===== config.mk =====
export PLATFORM = sky130hd
export DESIGN_NAME = serial_display_poll_timeout
export DESIGN_NICKNAME = d
export VERILOG_FILES = /design/src/disp_pkg.sv /design/src/serial_display_poll_timeout.sv
export SDC_FILE = /design/constraint.sdc
export NUM_CORES = 1
export LEC_CHECK = 0
export BUFFER_PORTS_ARGS = -buffer_cell sky130_fd_sc_hd__buf_2
export CORE_ASPECT_RATIO = 0.5
export CORE_UTILIZATION = 60
export CTS_CLUSTER_DIAMETER = 150
export CTS_CLUSTER_SIZE = 20
export DETAILED_ROUTE_END_ITERATION = 12
export PLACE_DENSITY = 0.8
export SYNTH_ARGS = -nofsm -noshare
export SYNTH_HDL_FRONTEND = slang
export SYNTH_SLANG_ARGS = --single-unit

===== constraint.sdc =====
create_clock -name clk -period 7.2 [get_ports clk]
set_input_delay 0 -clock clk [delete_from_list [all_inputs] [get_ports clk]]
set_output_delay 0 -clock clk [all_outputs]
set_load 0.03 [all_outputs]

===== src/disp_pkg.sv =====
// Constants, types and register map of the serial display conditioner.
// Assumes one 250 MHz clock and an APB master with 32-bit data.
package disp_pkg;
	// Clock and timebase
	localparam int CLK_PERIOD_NS = 4;
	localparam int TICK_MS       = 100;
	localparam int TICK_CYCLES   = TICK_MS * 1000000 / CLK_PERIOD_NS;
	localparam int TICKS_PER_S   = 1000 / TICK_MS;
	localparam int WIND_REVERT_S = 4;
	localparam logic [7:0] REVERT_TICKS = 8'(WIND_REVERT_S * TICKS_PER_S);

	// Register byte offsets
	localparam logic [7:0] OFF_CTRL = 8'h00;
	localparam logic [7:0] OFF_ADDR = 8'h04;
	localparam logic [7:0] OFF_DSTO = 8'h08;
	localparam logic [7:0] OFF_CHTO = 8'h0c;
	localparam logic [7:0] OFF_PINT = 8'h10;
	localparam logic [7:0] OFF_HOLD = 8'h14;
	localparam logic [7:0] OFF_STAT = 8'h18;
	localparam logic [7:0] OFF_VAL  = 8'h1c;
	localparam logic [7:0] OFF_PCH  = 8'h20;
	localparam logic [7:0] OFF_PEND = 8'h3c;

	// Control field positions
	localparam int C_MODE = 0;
	localparam int C_POL  = 2;
	localparam int C_ERR  = 4;
	localparam int C_INCH = 5;
	localparam int C_CALC = 6;
	localparam int C_POLL = 7;
	localparam int C_UNIT = 8;
	localparam int C_VIEW = 10;

	// Reset values and limits
	localparam logic [7:0] RST_ADDR = 8'h01;
	localparam logic [9:0] RST_DSTO = 10'h00a;
	localparam logic [9:0] MAX_DSTO = 10'h3e8;
	localparam logic [6:0] RST_TENTH = 7'h0a;
	localparam logic [6:0] MIN_CHTO  = 7'h01;
	localparam logic [6:0] MAX_TENTH = 7'h64;
	localparam logic [7:0] RST_HOLD = 8'h0a;
	localparam logic [7:0] MAX_HOLD = 8'hc8;
	localparam logic [8:0] PCH_SKIP = 9'h1ff;

	// Speed scale factors, 8 fractional bits
	localparam logic [9:0] K_MS  = 10'h100;
	localparam logic [9:0] K_KMH = 10'h39a;
	localparam logic [9:0] K_MPH = 10'h23d;
	localparam logic [9:0] K_KN  = 10'h1f2;

	typedef enum logic [1:0] {
		MODE_NUM = 2'h0, MODE_WIND = 2'h1, MODE_REG = 2'h2
	} mode_e;
	typedef enum logic [1:0] {
		POL_BOTH = 2'h0, POL_POS = 2'h1, POL_NEG = 2'h2, POL_ABS = 2'h3
	} pol_e;
	typedef enum logic [1:0] {
		VIEW_SCAN = 2'h0, VIEW_DIR = 2'h1, VIEW_SPD = 2'h2
	} view_e;
	typedef enum logic [1:0] {
		LBL_NONE = 2'h0, LBL_DIR = 2'h1, LBL_SPD = 2'h2
	} label_e;
	typedef enum logic [2:0] {
		P_IDLE = 3'h1, P_SEND = 3'h2, P_WAIT = 3'h4
	} poll_e;
endpackage


===== src/serial_display_poll_timeout.sv =====
// Value conditioning, display and string timeouts, wind view and poll
// transmitter of a serial-input numeric display, with an APB slave.
// Assumes a parser upstream that strobes characters and finished values,
// and a UART downstream that takes poll bytes on a valid/ready handshake.
//
// The APB interface to the registers and the register addresses were decided locally.
`timescale 1ns/1ns
module serial_display_poll_timeout #(
	parameter int TICK_CYC = disp_pkg::TICK_CYCLES
) (
	input  wire logic        clk,
	input  wire logic        rstn,
	input  wire logic        psel,
	input  wire logic        penable,
	input  wire logic        pwrite,
	input  wire logic [7:0]  paddr,
	input  wire logic [31:0] pwdata,
	output logic      [31:0] prdata,
	output logic             pready,
	output logic             pslverr,
	input  wire logic        rxChar,
	input  wire logic        rxEnd,
	input  wire logic        rxErr,
	input  wire logic        rxIsCalc,
	input  wire logic [31:0] rxValue,
	input  wire logic [15:0] windDir,
	input  wire logic [15:0] windSpeed,
	input  wire logic        btnUp,
	input  wire logic        btnDown,
	output logic      [31:0] dispValue,
	output logic             dispBlank,
	output logic      [1:0]  dispLabel,
	output logic             dispError,
	output logic             stringDiscard,
	output logic      [7:0]  stationAddr,
	output logic             txValid,
	output logic      [7:0]  txData,
	input  wire logic        txReady
);
	typedef struct packed {
		logic [1:0]       mode;
		logic [1:0]       pol;
		logic             errEn;
		logic             inEn;
		logic             calcUsed;
		logic             pollEn;
		logic [1:0]       unit;
		logic [1:0]       view;
		logic [7:0]       addr;
		logic [9:0]       dsTo;
		logic [6:0]       chTo;
		logic [6:0]       pInt;
		logic [7:0]       hold;
		logic [7:0][8:0]  pch;
		logic [31:0]      rdata;
		logic             slverr;
		logic [24:0]      tbCnt;
		logic             tick;
		logic [15:0]      dsCnt;
		logic [15:0]      gap;
		logic             inStr;
		logic             drop;
		logic             discard;
		logic [15:0]      dropCnt;
		logic [31:0]      value;
		logic             haveVal;
		logic             errShow;
		logic             showSpd;
		logic             ovr;
		logic [7:0]       ovrCnt;
		logic [15:0]      scanCnt;
		logic [31:0]      disp;
		disp_pkg::poll_e  pst;
		logic [2:0]       idx;
		logic [6:0]       pCnt;
	} state_s;
	state_s s_q;
	state_s s_d;
	logic        wrEn;
	logic        rdEn;
	logic        pchHit;
	logic [31:0] clamped;
	logic [9:0]  kUnit;
	logic [25:0] spdScaled;
	logic [15:0] dsLimit;
	logic [15:0] holdLimit;
	logic        accept;
	logic        blankNow;
	logic        advance;
	logic        slotSkip;
	assign wrEn = psel & penable & pwrite;
	assign rdEn = psel & ~penable & ~pwrite;
	assign pchHit = paddr >= disp_pkg::OFF_PCH
		&& paddr <= disp_pkg::OFF_PEND && paddr[1:0] == 2'h0;
	assign dsLimit = 16'(s_q.dsTo * disp_pkg::TICKS_PER_S);
	assign holdLimit = 16'(s_q.hold * disp_pkg::TICKS_PER_S);
	assign slotSkip = s_q.pch[s_q.idx][8];
	// Polarity stage, numeric mode only
	always_comb begin
		clamped = rxValue;
		if (s_q.mode == disp_pkg::MODE_NUM) begin
			unique case (disp_pkg::pol_e'(s_q.pol))
				disp_pkg::POL_BOTH: clamped = rxValue;
				disp_pkg::POL_POS: clamped = rxValue[31] ? '0 : rxValue;
				disp_pkg::POL_NEG: clamped = rxValue[31] ? rxValue : '0;
				disp_pkg::POL_ABS: clamped = rxValue[31] ? -rxValue : rxValue;
			endcase
		end
	end
	always_comb begin
		unique case (s_q.unit)
			2'h0: kUnit = disp_pkg::K_MS;
			2'h1: kUnit = disp_pkg::K_KMH;
			2'h2: kUnit = disp_pkg::K_MPH;
			2'h3: kUnit = disp_pkg::K_KN;
		endcase
		spdScaled = windSpeed * kUnit;
	end
	// raw channels suppressed when calc results are wanted and inEn is clear
	assign accept = rxEnd & ~s_q.drop & ~rxErr
		& ~(s_q.calcUsed & ~s_q.inEn & ~rxIsCalc);
	// blank once the validity window runs out
	assign blankNow = s_q.dsTo != '0 && s_q.dsCnt >= dsLimit;
	assign advance = s_q.pst == disp_pkg::P_SEND
		&& (slotSkip || txReady);
	always_comb begin
		s_d = s_q;
		s_d.discard = 1'b0;
		s_d.tick = 1'b0;
		if (s_q.tbCnt >= 25'(TICK_CYC - 1)) begin
			s_d.tbCnt = '0;
			s_d.tick = 1'b1;
		end else begin
			s_d.tbCnt = s_q.tbCnt + 25'h1;
		end
		// APB read data latched in setup so the access phase needs no wait
		if (rdEn) begin
			s_d.rdata = '0;
			s_d.slverr = 1'b0;
			if (pchHit) begin
				s_d.rdata[8:0] = s_q.pch[paddr[4:2]];
			end else begin
				unique case (paddr)
					disp_pkg::OFF_CTRL: s_d.rdata[11:0] = {s_q.view,
						s_q.unit, s_q.pollEn, s_q.calcUsed, s_q.inEn,
						s_q.errEn, s_q.pol, s_q.mode};
					disp_pkg::OFF_ADDR: s_d.rdata[7:0] = s_q.addr;
					disp_pkg::OFF_DSTO: s_d.rdata[9:0] = s_q.dsTo;
					disp_pkg::OFF_CHTO: s_d.rdata[6:0] = s_q.chTo;
					disp_pkg::OFF_PINT: s_d.rdata[6:0] = s_q.pInt;
					disp_pkg::OFF_HOLD: s_d.rdata[7:0] = s_q.hold;
					disp_pkg::OFF_STAT: s_d.rdata = {s_q.dropCnt, 11'h000,
						s_q.inStr, s_q.pst != disp_pkg::P_IDLE, s_q.errShow,
						s_q.showSpd, blankNow | ~s_q.haveVal};
					disp_pkg::OFF_VAL: s_d.rdata = s_q.disp;
					default: s_d.slverr = 1'b1;
				endcase
			end
		end else if (psel & ~penable) begin
			s_d.slverr = ~pchHit && paddr != disp_pkg::OFF_CTRL
				&& paddr != disp_pkg::OFF_ADDR
				&& paddr != disp_pkg::OFF_DSTO
				&& paddr != disp_pkg::OFF_CHTO
				&& paddr != disp_pkg::OFF_PINT
				&& paddr != disp_pkg::OFF_HOLD;
		end
		if (wrEn && !s_q.slverr) begin
			if (pchHit) begin
				// bit 8 set means skip the slot
				s_d.pch[paddr[4:2]] = pwdata[8:0];
			end else begin
				unique case (paddr)
					disp_pkg::OFF_CTRL: begin
						s_d.mode = pwdata[disp_pkg::C_MODE+:2];
						s_d.pol = pwdata[disp_pkg::C_POL+:2];
						s_d.errEn = pwdata[disp_pkg::C_ERR];
						s_d.inEn = pwdata[disp_pkg::C_INCH];
						s_d.calcUsed = pwdata[disp_pkg::C_CALC];
						s_d.pollEn = pwdata[disp_pkg::C_POLL];
						s_d.unit = pwdata[disp_pkg::C_UNIT+:2];
						s_d.view = pwdata[disp_pkg::C_VIEW+:2];
					end
					disp_pkg::OFF_ADDR: s_d.addr = pwdata[7:0];
					// capped at the top of the range
					disp_pkg::OFF_DSTO: s_d.dsTo =
						pwdata[31:10] != '0
						|| pwdata[9:0] > disp_pkg::MAX_DSTO
						? disp_pkg::MAX_DSTO : pwdata[9:0];
					// 0.1 to 10.0 s in tenths
					disp_pkg::OFF_CHTO: s_d.chTo =
						pwdata[31:7] != '0
						|| pwdata[6:0] > disp_pkg::MAX_TENTH
						? disp_pkg::MAX_TENTH
						: (pwdata[6:0] < disp_pkg::MIN_CHTO
						? disp_pkg::MIN_CHTO : pwdata[6:0]);
					// 0.0 to 10.0 s in tenths
					disp_pkg::OFF_PINT: s_d.pInt =
						pwdata[31:7] != '0
						|| pwdata[6:0] > disp_pkg::MAX_TENTH
						? disp_pkg::MAX_TENTH : pwdata[6:0];
					disp_pkg::OFF_HOLD: s_d.hold =
						pwdata[31:8] != '0
						|| pwdata[7:0] > disp_pkg::MAX_HOLD
						? disp_pkg::MAX_HOLD : pwdata[7:0];
					default: s_d.hold = s_q.hold;
				endcase
			end
		end
		// gap watchdog over the string in progress
		if (rxChar) begin
			s_d.gap = '0;
			s_d.inStr = 1'b1;
		end else if (s_q.inStr && s_q.tick) begin
			if (s_q.gap >= 16'(s_q.chTo)) begin
				s_d.inStr = 1'b0;
				s_d.drop = 1'b1;
				s_d.discard = 1'b1;
				s_d.dropCnt = s_q.dropCnt + 16'h1;
			end else begin
				s_d.gap = s_q.gap + 16'h1;
			end
		end
		if (rxEnd) begin
			s_d.inStr = 1'b0;
			s_d.drop = 1'b0;
		end
		// counter runs from the last good value
		if (accept) begin
			s_d.value = clamped;
			s_d.haveVal = 1'b1;
			s_d.dsCnt = '0;
			s_d.errShow = 1'b0;
		end else if (s_q.tick && s_q.dsCnt != '1) begin
			s_d.dsCnt = s_q.dsCnt + 16'h1;
		end
		// error text only with messages enabled
		if (rxEnd && !s_q.drop && rxErr) begin
			s_d.errShow = s_q.errEn;
		end
		// scan alternates at the hold time
		if (s_q.ovr) begin
			if (s_q.tick) begin
				s_d.ovrCnt = s_q.ovrCnt + 8'h1;
				if (s_q.ovrCnt + 8'h1 >= disp_pkg::REVERT_TICKS) begin
					s_d.ovr = 1'b0;
					s_d.scanCnt = '0;
					if (s_q.view != disp_pkg::VIEW_SCAN) begin
						s_d.showSpd = s_q.view == disp_pkg::VIEW_SPD;
					end
				end
			end
		end else if (s_q.view == disp_pkg::VIEW_SCAN) begin
			if (s_q.tick) begin
				if (s_q.scanCnt + 16'h1 >= holdLimit) begin
					s_d.scanCnt = '0;
					s_d.showSpd = ~s_q.showSpd;
				end else begin
					s_d.scanCnt = s_q.scanCnt + 16'h1;
				end
			end
		end else begin
			s_d.showSpd = s_q.view == disp_pkg::VIEW_SPD;
		end
		if (s_q.mode == disp_pkg::MODE_WIND && (btnUp || btnDown)) begin
			s_d.showSpd = ~s_q.showSpd;
			s_d.ovr = 1'b1;
			s_d.ovrCnt = '0;
		end
		if (s_q.mode == disp_pkg::MODE_WIND) begin
			s_d.disp = s_q.showSpd ? 32'(spdScaled[25:8])
				: 32'(windDir);
		end else begin
			s_d.disp = s_q.value;
		end

		unique case (s_q.pst)
			disp_pkg::P_IDLE: begin
				s_d.idx = '0;
				s_d.pst = disp_pkg::P_SEND;
			end
			disp_pkg::P_SEND: begin
				if (advance) begin
					s_d.idx = s_q.idx + 3'h1;
					if (s_q.idx == 3'h7) begin
						s_d.pCnt = '0;
						s_d.pst = s_q.pInt == '0 ? disp_pkg::P_SEND
							: disp_pkg::P_WAIT;
					end
				end
			end
			disp_pkg::P_WAIT: begin
				if (s_q.tick) begin
					s_d.pCnt = s_q.pCnt + 7'h1;
					if (s_q.pCnt + 7'h1 >= s_q.pInt) begin
						s_d.pst = disp_pkg::P_SEND;
					end
				end
			end
		endcase
		// polling only when enabled in numeric mode
		if (!s_q.pollEn || s_q.mode != disp_pkg::MODE_NUM) begin
			s_d.pst = disp_pkg::P_IDLE;
		end

		if (!rstn) begin
			s_d = '0;
			s_d.addr = disp_pkg::RST_ADDR;
			s_d.dsTo = disp_pkg::RST_DSTO;
			s_d.chTo = disp_pkg::RST_TENTH;
			s_d.pInt = disp_pkg::RST_TENTH;
			s_d.hold = disp_pkg::RST_HOLD;
			s_d.errEn = 1'b1;
			s_d.inEn = 1'b1;
			s_d.pch = {8{disp_pkg::PCH_SKIP}};
			s_d.pst = disp_pkg::P_IDLE;
		end
	end

	always_ff @(posedge clk) begin
		s_q <= s_d;
	end

	assign prdata = s_q.rdata;
	assign pready = 1'b1;
	assign pslverr = psel & penable & s_q.slverr;
	assign dispValue = s_q.disp;
	assign dispBlank = blankNow | ~s_q.haveVal;
	assign dispError = s_q.errShow;
	assign stringDiscard = s_q.discard;
	assign stationAddr = s_q.addr;
	assign dispLabel = s_q.mode != disp_pkg::MODE_WIND
		|| s_q.view != disp_pkg::VIEW_SCAN || s_q.ovr ? disp_pkg::LBL_NONE
		: (s_q.showSpd ? disp_pkg::LBL_SPD : disp_pkg::LBL_DIR);
	// skipped slots never reach the line
	assign txValid = s_q.pst == disp_pkg::P_SEND && !slotSkip;
	assign txData = s_q.pch[s_q.idx][7:0];
endmodule // serial_display_poll_timeout


Yosys cells after proc, flatten, opt, wreduce, memory -nomap -nowiden --
Index checks and enable logic that the tools add are counted. W data, S select, Z words.
Word-level totals: output and inout bits 88, bits in registers 339, logic and storage cells 269, input bits 116
Cells by class: muxes and demuxes 63, reduce and logical (&&, ||, !) cells 75, multiply operators 3, order comparisons 15, add/subtract/negate cells 9, bitwise operators 25, eq/ne operators 37
Operators with widths (number):
- $mux W32 | 4
- $pmux W32 S4 | 1
- $mux W16 | 5
- $bwmux W72 | 1
- $add A16 B1 Y16 const B | 4
- $pmux W7 S8 | 1
- $bmux W9 S3 | 2
- $mux W9 | 5
- $pmux W10 S4 | 1
- $pmux W20 S2 | 1
- $mux W19 | 2
- $mux W7 | 5
- $eq A8 B5 Y1 const B | 4
- $neg A32 Y32 | 1
- $mux W31 | 1
- $demux W9 S3 | 1
- $mul A16 B10 Y26 | 1
- $mux W26 | 1
- $add A25 B1 Y25 const B | 1
- $ge A25 B25 Y1 const B | 1
- $reduce_bool A25 Y1 | 1
- $reduce_and A3 Y1 | 8
- $reduce_bool A24 Y1 | 1
- $mux W23 | 1
- other kinds (65) | 173

Longest topological paths before layout --
depth after elaboration 12, gate-level depth with buffers 26, mapped depth without buffers 24

Worst setup path after synthesis --
OpenSTA, ideal clock, no wires.
path type reg2reg, start point reg s_q[330] (netlist name), end point reg s_q (netlist bit dispValue[14]), clock period less this slack 6.228 ns, library setup time 0.074 ns, setup slack 0.972 ns, data required time 7.126 ns, buffers on the path 1, arrival 6.154 ns, stages on the path, launching flop included 25, cells stage by stage dfxtp_1 > inv_1 > ha_1 > nor2_1 > clkbuf_1 > nand2_1 > fa_1 > inv_1 > fa_1 > inv_1 > fa_1 > inv_1 > fa_1 > inv_1 > fa_1 > inv_1 > ha_1 > and3_1 > o2111a_1 > a22oi_1 > o21ba_2 > o31ai_1 > a21oi_1 > mux2_1 > a31oi_1
On the way: cells in the longest elaborated chain, start to end 5, elaborated cells between the ends (all ways) 8, those cells by class mul (1); eq/ne (3); mux (3); reduce/logical (1)
RTL lines:
- start, declared | line serial_display_poll_timeout.sv:77 | state_s s_q;
- start signal, assigned | line serial_display_poll_timeout.sv:320 | s_q <= s_d;
- $eq A2 B2 Y1, or another cell as far along | line serial_display_poll_timeout.sv:111 | unique case (s_q.unit)
- $pmux W10 S4 * | line serial_display_poll_timeout.sv:111
- $mul A16 B10 Y26 * | line serial_display_poll_timeout.sv:117 | spdScaled = windSpeed * kUnit;
- $mux W18 * | line serial_display_poll_timeout.sv:270 | s_d.disp = s_q.showSpd ? 32'(spdScaled[25:8])
- $mux W32 * | line serial_display_poll_timeout.sv:269 | if (s_q.mode == disp_pkg::MODE_WIND) begin
Mark *: on every way between the ends. The rest lies on a longest branch, timed or not. A chain may end at the register's enable or synchronous reset.

Final worst setup path --
start point reg s_q[329] (netlist name), end point reg s_q (netlist bit dispValue[14])
The elaborated chain is that of the path after synthesis.

==> run metrics <==
Psw roughly 0.9 mW; horizontal die dimension 279 µm; final RePlAce weighted congestion about 0.98; CP startpoint kind flip-flop; wire length of the first global-routing pass 103 mm; slew at the pin closest to its max-slew limit roughly 1.2 ns; part of the cycle the worst path needs 90.1%; Hold EP s_q[182]$_SDFFE_PN0P_; clock slew at reported path FFs 0.09 ns; Root Buffer Master sky130_fd_sc_hd__clkbuf_16; initial cell density of the core 61.2%; synthesized net count ~3.0k; startpoint-to-endpoint class of the critical path reg -> reg; reg2reg path depth 23; fraction of synthesis flops using an asynchronous set or reset pin 0%; Detailed Place HPWL 47.4 mm; source-to-sink clock delay at the later pin of the worst-skew pair 0.54 ns; level count of the clock H-tree 1; maxcap violations 0; total I/O pin count between 200 and 250; number of instances on the worst hold path 5; count of warnings emitted by yosys 0; number of antenna violations at the first check in global routing 6; maximum achievable frequency 154 MHz; number of standard-cell rows in the floorplan 50; DR vias just over 20k; final hold vios 0; largest net degree at the start of global routing between 70 and 80; IR Drop Worst-Case VDD 108 µV; worst setup skew after layout 0.0102 ns; portion of total power attributed to the clock network 33.9%; count of cells resized by post-cts repair 0; arrival time at the worst endpoint 6.95 ns; Setup TNS Final 0 ns; normalized max-slew margin 23.0%; result of the run complete, no violations; number of I/O port buffers 202; overflow left after global routing 0; die height 140 µm; Final Max Slew Viols 0; most frequent cells in the layout 339 x sky130_fd_sc_hd__dfxtp_1, 298 x sky130_fd_sc_hd__nand2_1, 233 x sky130_fd_sc_hd__nor2_1; Residual DRC 0; Mapped Area 23,000 µm²; standard cell core area 37,600 µm²; number of cells produced by synthesis 2,674; Area Growth Syn to Fin 9.20%; Net Sw Frac between 20% and 30%; setup repair after global routing missed its margin false; worst reg2reg startpoint s_q[329]$_SDFFE_PN0P_; global-route total usage across every layer 32.8%; layout net count around 3.2k; remaining antenna violation count after routing 0; Internal 2.54 mW; sequential share of power between 50% and 60%; number of buffers on the longest clock path 3; part of the total power dissipated in combinational logic between 10% and 20%; routed length per placed instance 19.7 µm; post-layout min period between 6 and 7 ns; clock tree from TritonCTS built; reg-to-reg critical path endpoint dispValue[14]$_SDFF_PN0_; Power Dens Cells ~140 nW/µm²; fraction of the core area covered by cells at the end of the flow 66.8%; final wirelength 65.2 mm; biggest fanout along the worst timing path 18; Synth Register Bits 339; mean instance size in the synthesized netlist 8.60 µm²; worst path required time 7.67 ns; Min-Delay Path Class in -> reg; post-synth cell types 92; Num Clock Sinks 339; detailed-router iteration count before antenna repair 7; proportion of layout cells with a drive suffix above 1 12.2%; post-DR vias/cell between 6 and 7; beginning of the worst hold path paddr[5]; leakage dissipation 10.9 nW; Die Outline Area 39,200 µm²; sequential-to-total area share from yosys stat between 20% and 30%; most frequent standard cell in the layout excluding fill and tap cells sky130_fd_sc_hd__dfxtp_1; number of CTS-inserted buffers 20; via count of the first global-routing pass 19.6k; leading register cell type out of synthesis sky130_fd_sc_hd__dfxtp_1; final setup vio count 0; reg-to-reg setup timing slack 0.71 ns; type of destination of the critical path flip-flop; DRC violation total after the first TritonRoute iteration 2,084; number of enable-type register cells in the synthesized netlist 0
-- cells by family (layout without fill, tap and decap cells) --
group / Yosys count / after routing / share of synthesized area (%)
muxes: 109 / 109 / 6.94
DFF: 339 / 339 / 29.5
adders and majority gates: 253 / 253 / 17.4
other: 1 / 6 / 0.0163
AOI/OAI and AO/OA: 461 / 461 / 13.3
xor gates and xnor gates: 98 / 98 / 3.73
buffers and inverters: 416 / 536 / 8.07
and+or+nand+nor: 997 / 997 / 21.1
-- routing by layer --
metal  GRT usage, %  part of all wire, %  vias to the layer above
li1               -                    -                     9405
met1           42.4                   40                     9936
met2           56.0                   48                      954
met3           5.20                  8.3                      171
met4           11.6                  3.6                        0
met5              0                    0                        -
-- state kept, by name, indices dropped and copies added (netlist names) --
signal	cells
s_q	265
dispValue	32
prdata	32
stationAddr	8
dispError	1
stringDiscard	1
-- critical path: stages (launching register included) --
cell and delay [ns]:
sky130_fd_sc_hd__dfxtp_1 0.41, sky130_fd_sc_hd__inv_1 0.13, sky130_fd_sc_hd__ha_1 0.22, sky130_fd_sc_hd__buf_4 0.21, sky130_fd_sc_hd__nor2_1 0.12, sky130_fd_sc_hd__buf_4 0.23
sky130_fd_sc_hd__nand2_1 0.14, sky130_fd_sc_hd__fa_1 0.48, sky130_fd_sc_hd__fa_1 0.55, sky130_fd_sc_hd__inv_1 0.06, sky130_fd_sc_hd__fa_1 0.50, sky130_fd_sc_hd__fa_1 0.55
sky130_fd_sc_hd__inv_1 0.06, sky130_fd_sc_hd__fa_1 0.52, sky130_fd_sc_hd__inv_1 0.05, sky130_fd_sc_hd__ha_1 0.35, sky130_fd_sc_hd__and3_1 0.23, sky130_fd_sc_hd__o2111a_1 0.21
sky130_fd_sc_hd__a22oi_1 0.13, sky130_fd_sc_hd__o21ba_2 0.28, sky130_fd_sc_hd__o31ai_1 0.35, sky130_fd_sc_hd__a21oi_1 0.14, sky130_fd_sc_hd__mux2_1 0.33, sky130_fd_sc_hd__a31oi_1 0.16
-- cell usage after synthesis, types with 7 or more instances --
cell type / instances / area share [%]
sky130_fd_sc_hd__buf_1: 11 / 0.18
sky130_fd_sc_hd__nor3b_1: 18 / 0.59
sky130_fd_sc_hd__o31ai_1: 9 / 0.29
sky130_fd_sc_hd__a21o_1: 18 / 0.59
sky130_fd_sc_hd__and3_1: 42 / 1.1
sky130_fd_sc_hd__clkbuf_1: 108 / 1.8
sky130_fd_sc_hd__xor2_1: 54 / 2.1
sky130_fd_sc_hd__nand3_1: 122 / 2.7
sky130_fd_sc_hd__dfxtp_1: 339 / 30
sky130_fd_sc_hd__buf_4: 74 / 2.4
sky130_fd_sc_hd__buf_2: 7 / 0.15
sky130_fd_sc_hd__o21ai_0: 96 / 2.1
sky130_fd_sc_hd__mux2i_1: 47 / 2.0
sky130_fd_sc_hd__inv_1: 213 / 3.5
sky130_fd_sc_hd__or3_1: 21 / 0.57
sky130_fd_sc_hd__o221a_2: 9 / 0.44
sky130_fd_sc_hd__o22ai_1: 10 / 0.27
sky130_fd_sc_hd__a222oi_1: 17 / 0.74
sky130_fd_sc_hd__xnor2_1: 44 / 1.7
sky130_fd_sc_hd__nand2_1: 298 / 4.9
sky130_fd_sc_hd__a22oi_1: 30 / 0.98
sky130_fd_sc_hd__nor3_1: 38 / 0.83
sky130_fd_sc_hd__a311oi_1: 8 / 0.30
sky130_fd_sc_hd__fa_1: 111 / 9.7
sky130_fd_sc_hd__mux4_2: 38 / 3.7
sky130_fd_sc_hd__a31oi_1: 17 / 0.46
sky130_fd_sc_hd__or4_1: 10 / 0.33
sky130_fd_sc_hd__nor2b_1: 45 / 1.2
sky130_fd_sc_hd__o211ai_1: 12 / 0.39
sky130_fd_sc_hd__ha_1: 142 / 7.7
sky130_fd_sc_hd__nand2b_1: 37 / 1.0
sky130_fd_sc_hd__nor2_1: 233 / 3.8
sky130_fd_sc_hd__nand4_1: 27 / 0.73
sky130_fd_sc_hd__nor4_1: 23 / 0.63
sky130_fd_sc_hd__a21oi_1: 132 / 2.9
sky130_fd_sc_hd__a211oi_1: 19 / 0.62
sky130_fd_sc_hd__and2_1: 52 / 1.4
sky130_fd_sc_hd__mux2_2: 23 / 1.1
-- repair_timing --
action	CTS	global route
endpoints found under the setup margin	0	0
hold endpoints to repair	157	0
hold buffers	79	0
buffers inserted	0	0
-- how the worst max path moves through the flow --
stage               slack, ns  cells past startpoint                       end                  start
global route             0.39                     23  dispValue[14]$_SDFF_PN0_  s_q[329]$_SDFFE_PN0P_
detailed placement       0.77                     23  dispValue[14]$_SDFF_PN0_  s_q[329]$_SDFFE_PN0P_
floorplan                0.97                     24  dispValue[14]$_SDFF_PN0_  s_q[330]$_SDFFE_PN0P_
finish                   0.71                     23  dispValue[14]$_SDFF_PN0_  s_q[329]$_SDFFE_PN0P_
CTS                      0.73                     23  dispValue[14]$_SDFF_PN0_  s_q[329]$_SDFFE_PN0P_
global placement         0.90                     23  dispValue[14]$_SDFF_PN0_  s_q[329]$_SDFFE_PN0P_
-- power by group through the flow --
stage	Clock, mW	Sequential (mW)	Combinational, mW
floorplan	0	1.95	0.199
global placement	0	1.96	0.293
detailed placement	0	1.96	0.299
CTS	1.16	1.92	0.334
global route	1.23	1.92	0.366
finish	1.16	1.92	0.343
-- cell type report --
class                      count  area (µm²)
multi-input combinational   1919       14400
fill                        2972       12500
sequential                   339        6790
timing repair buffer         299        1940
inverter                     215         810
tap                          520         651
clock buffer                  22         529
antenna                        5        12.5
-- stage by stage --
step | cells | hold slack (ns) | area (µm²) | power (mW) | setup WS [ns]
after floorplan | 2674 | 0.0783 | 23000 | 2.15 | 0.972
after global placement | 3213 | 0.200 | 23800 | 2.25 | 0.897
after detailed placement | 3213 | 0.206 | 23800 | 2.26 | 0.773
after CTS | 3314 | 0.0243 | 25100 | 3.41 | 0.730
after global routing | 3317 | 0.0810 | 25100 | 3.52 | 0.385
final | 3319 | 0.0556 | 25100 | 3.42 | 0.714
(Power assumes the default switching activity.)
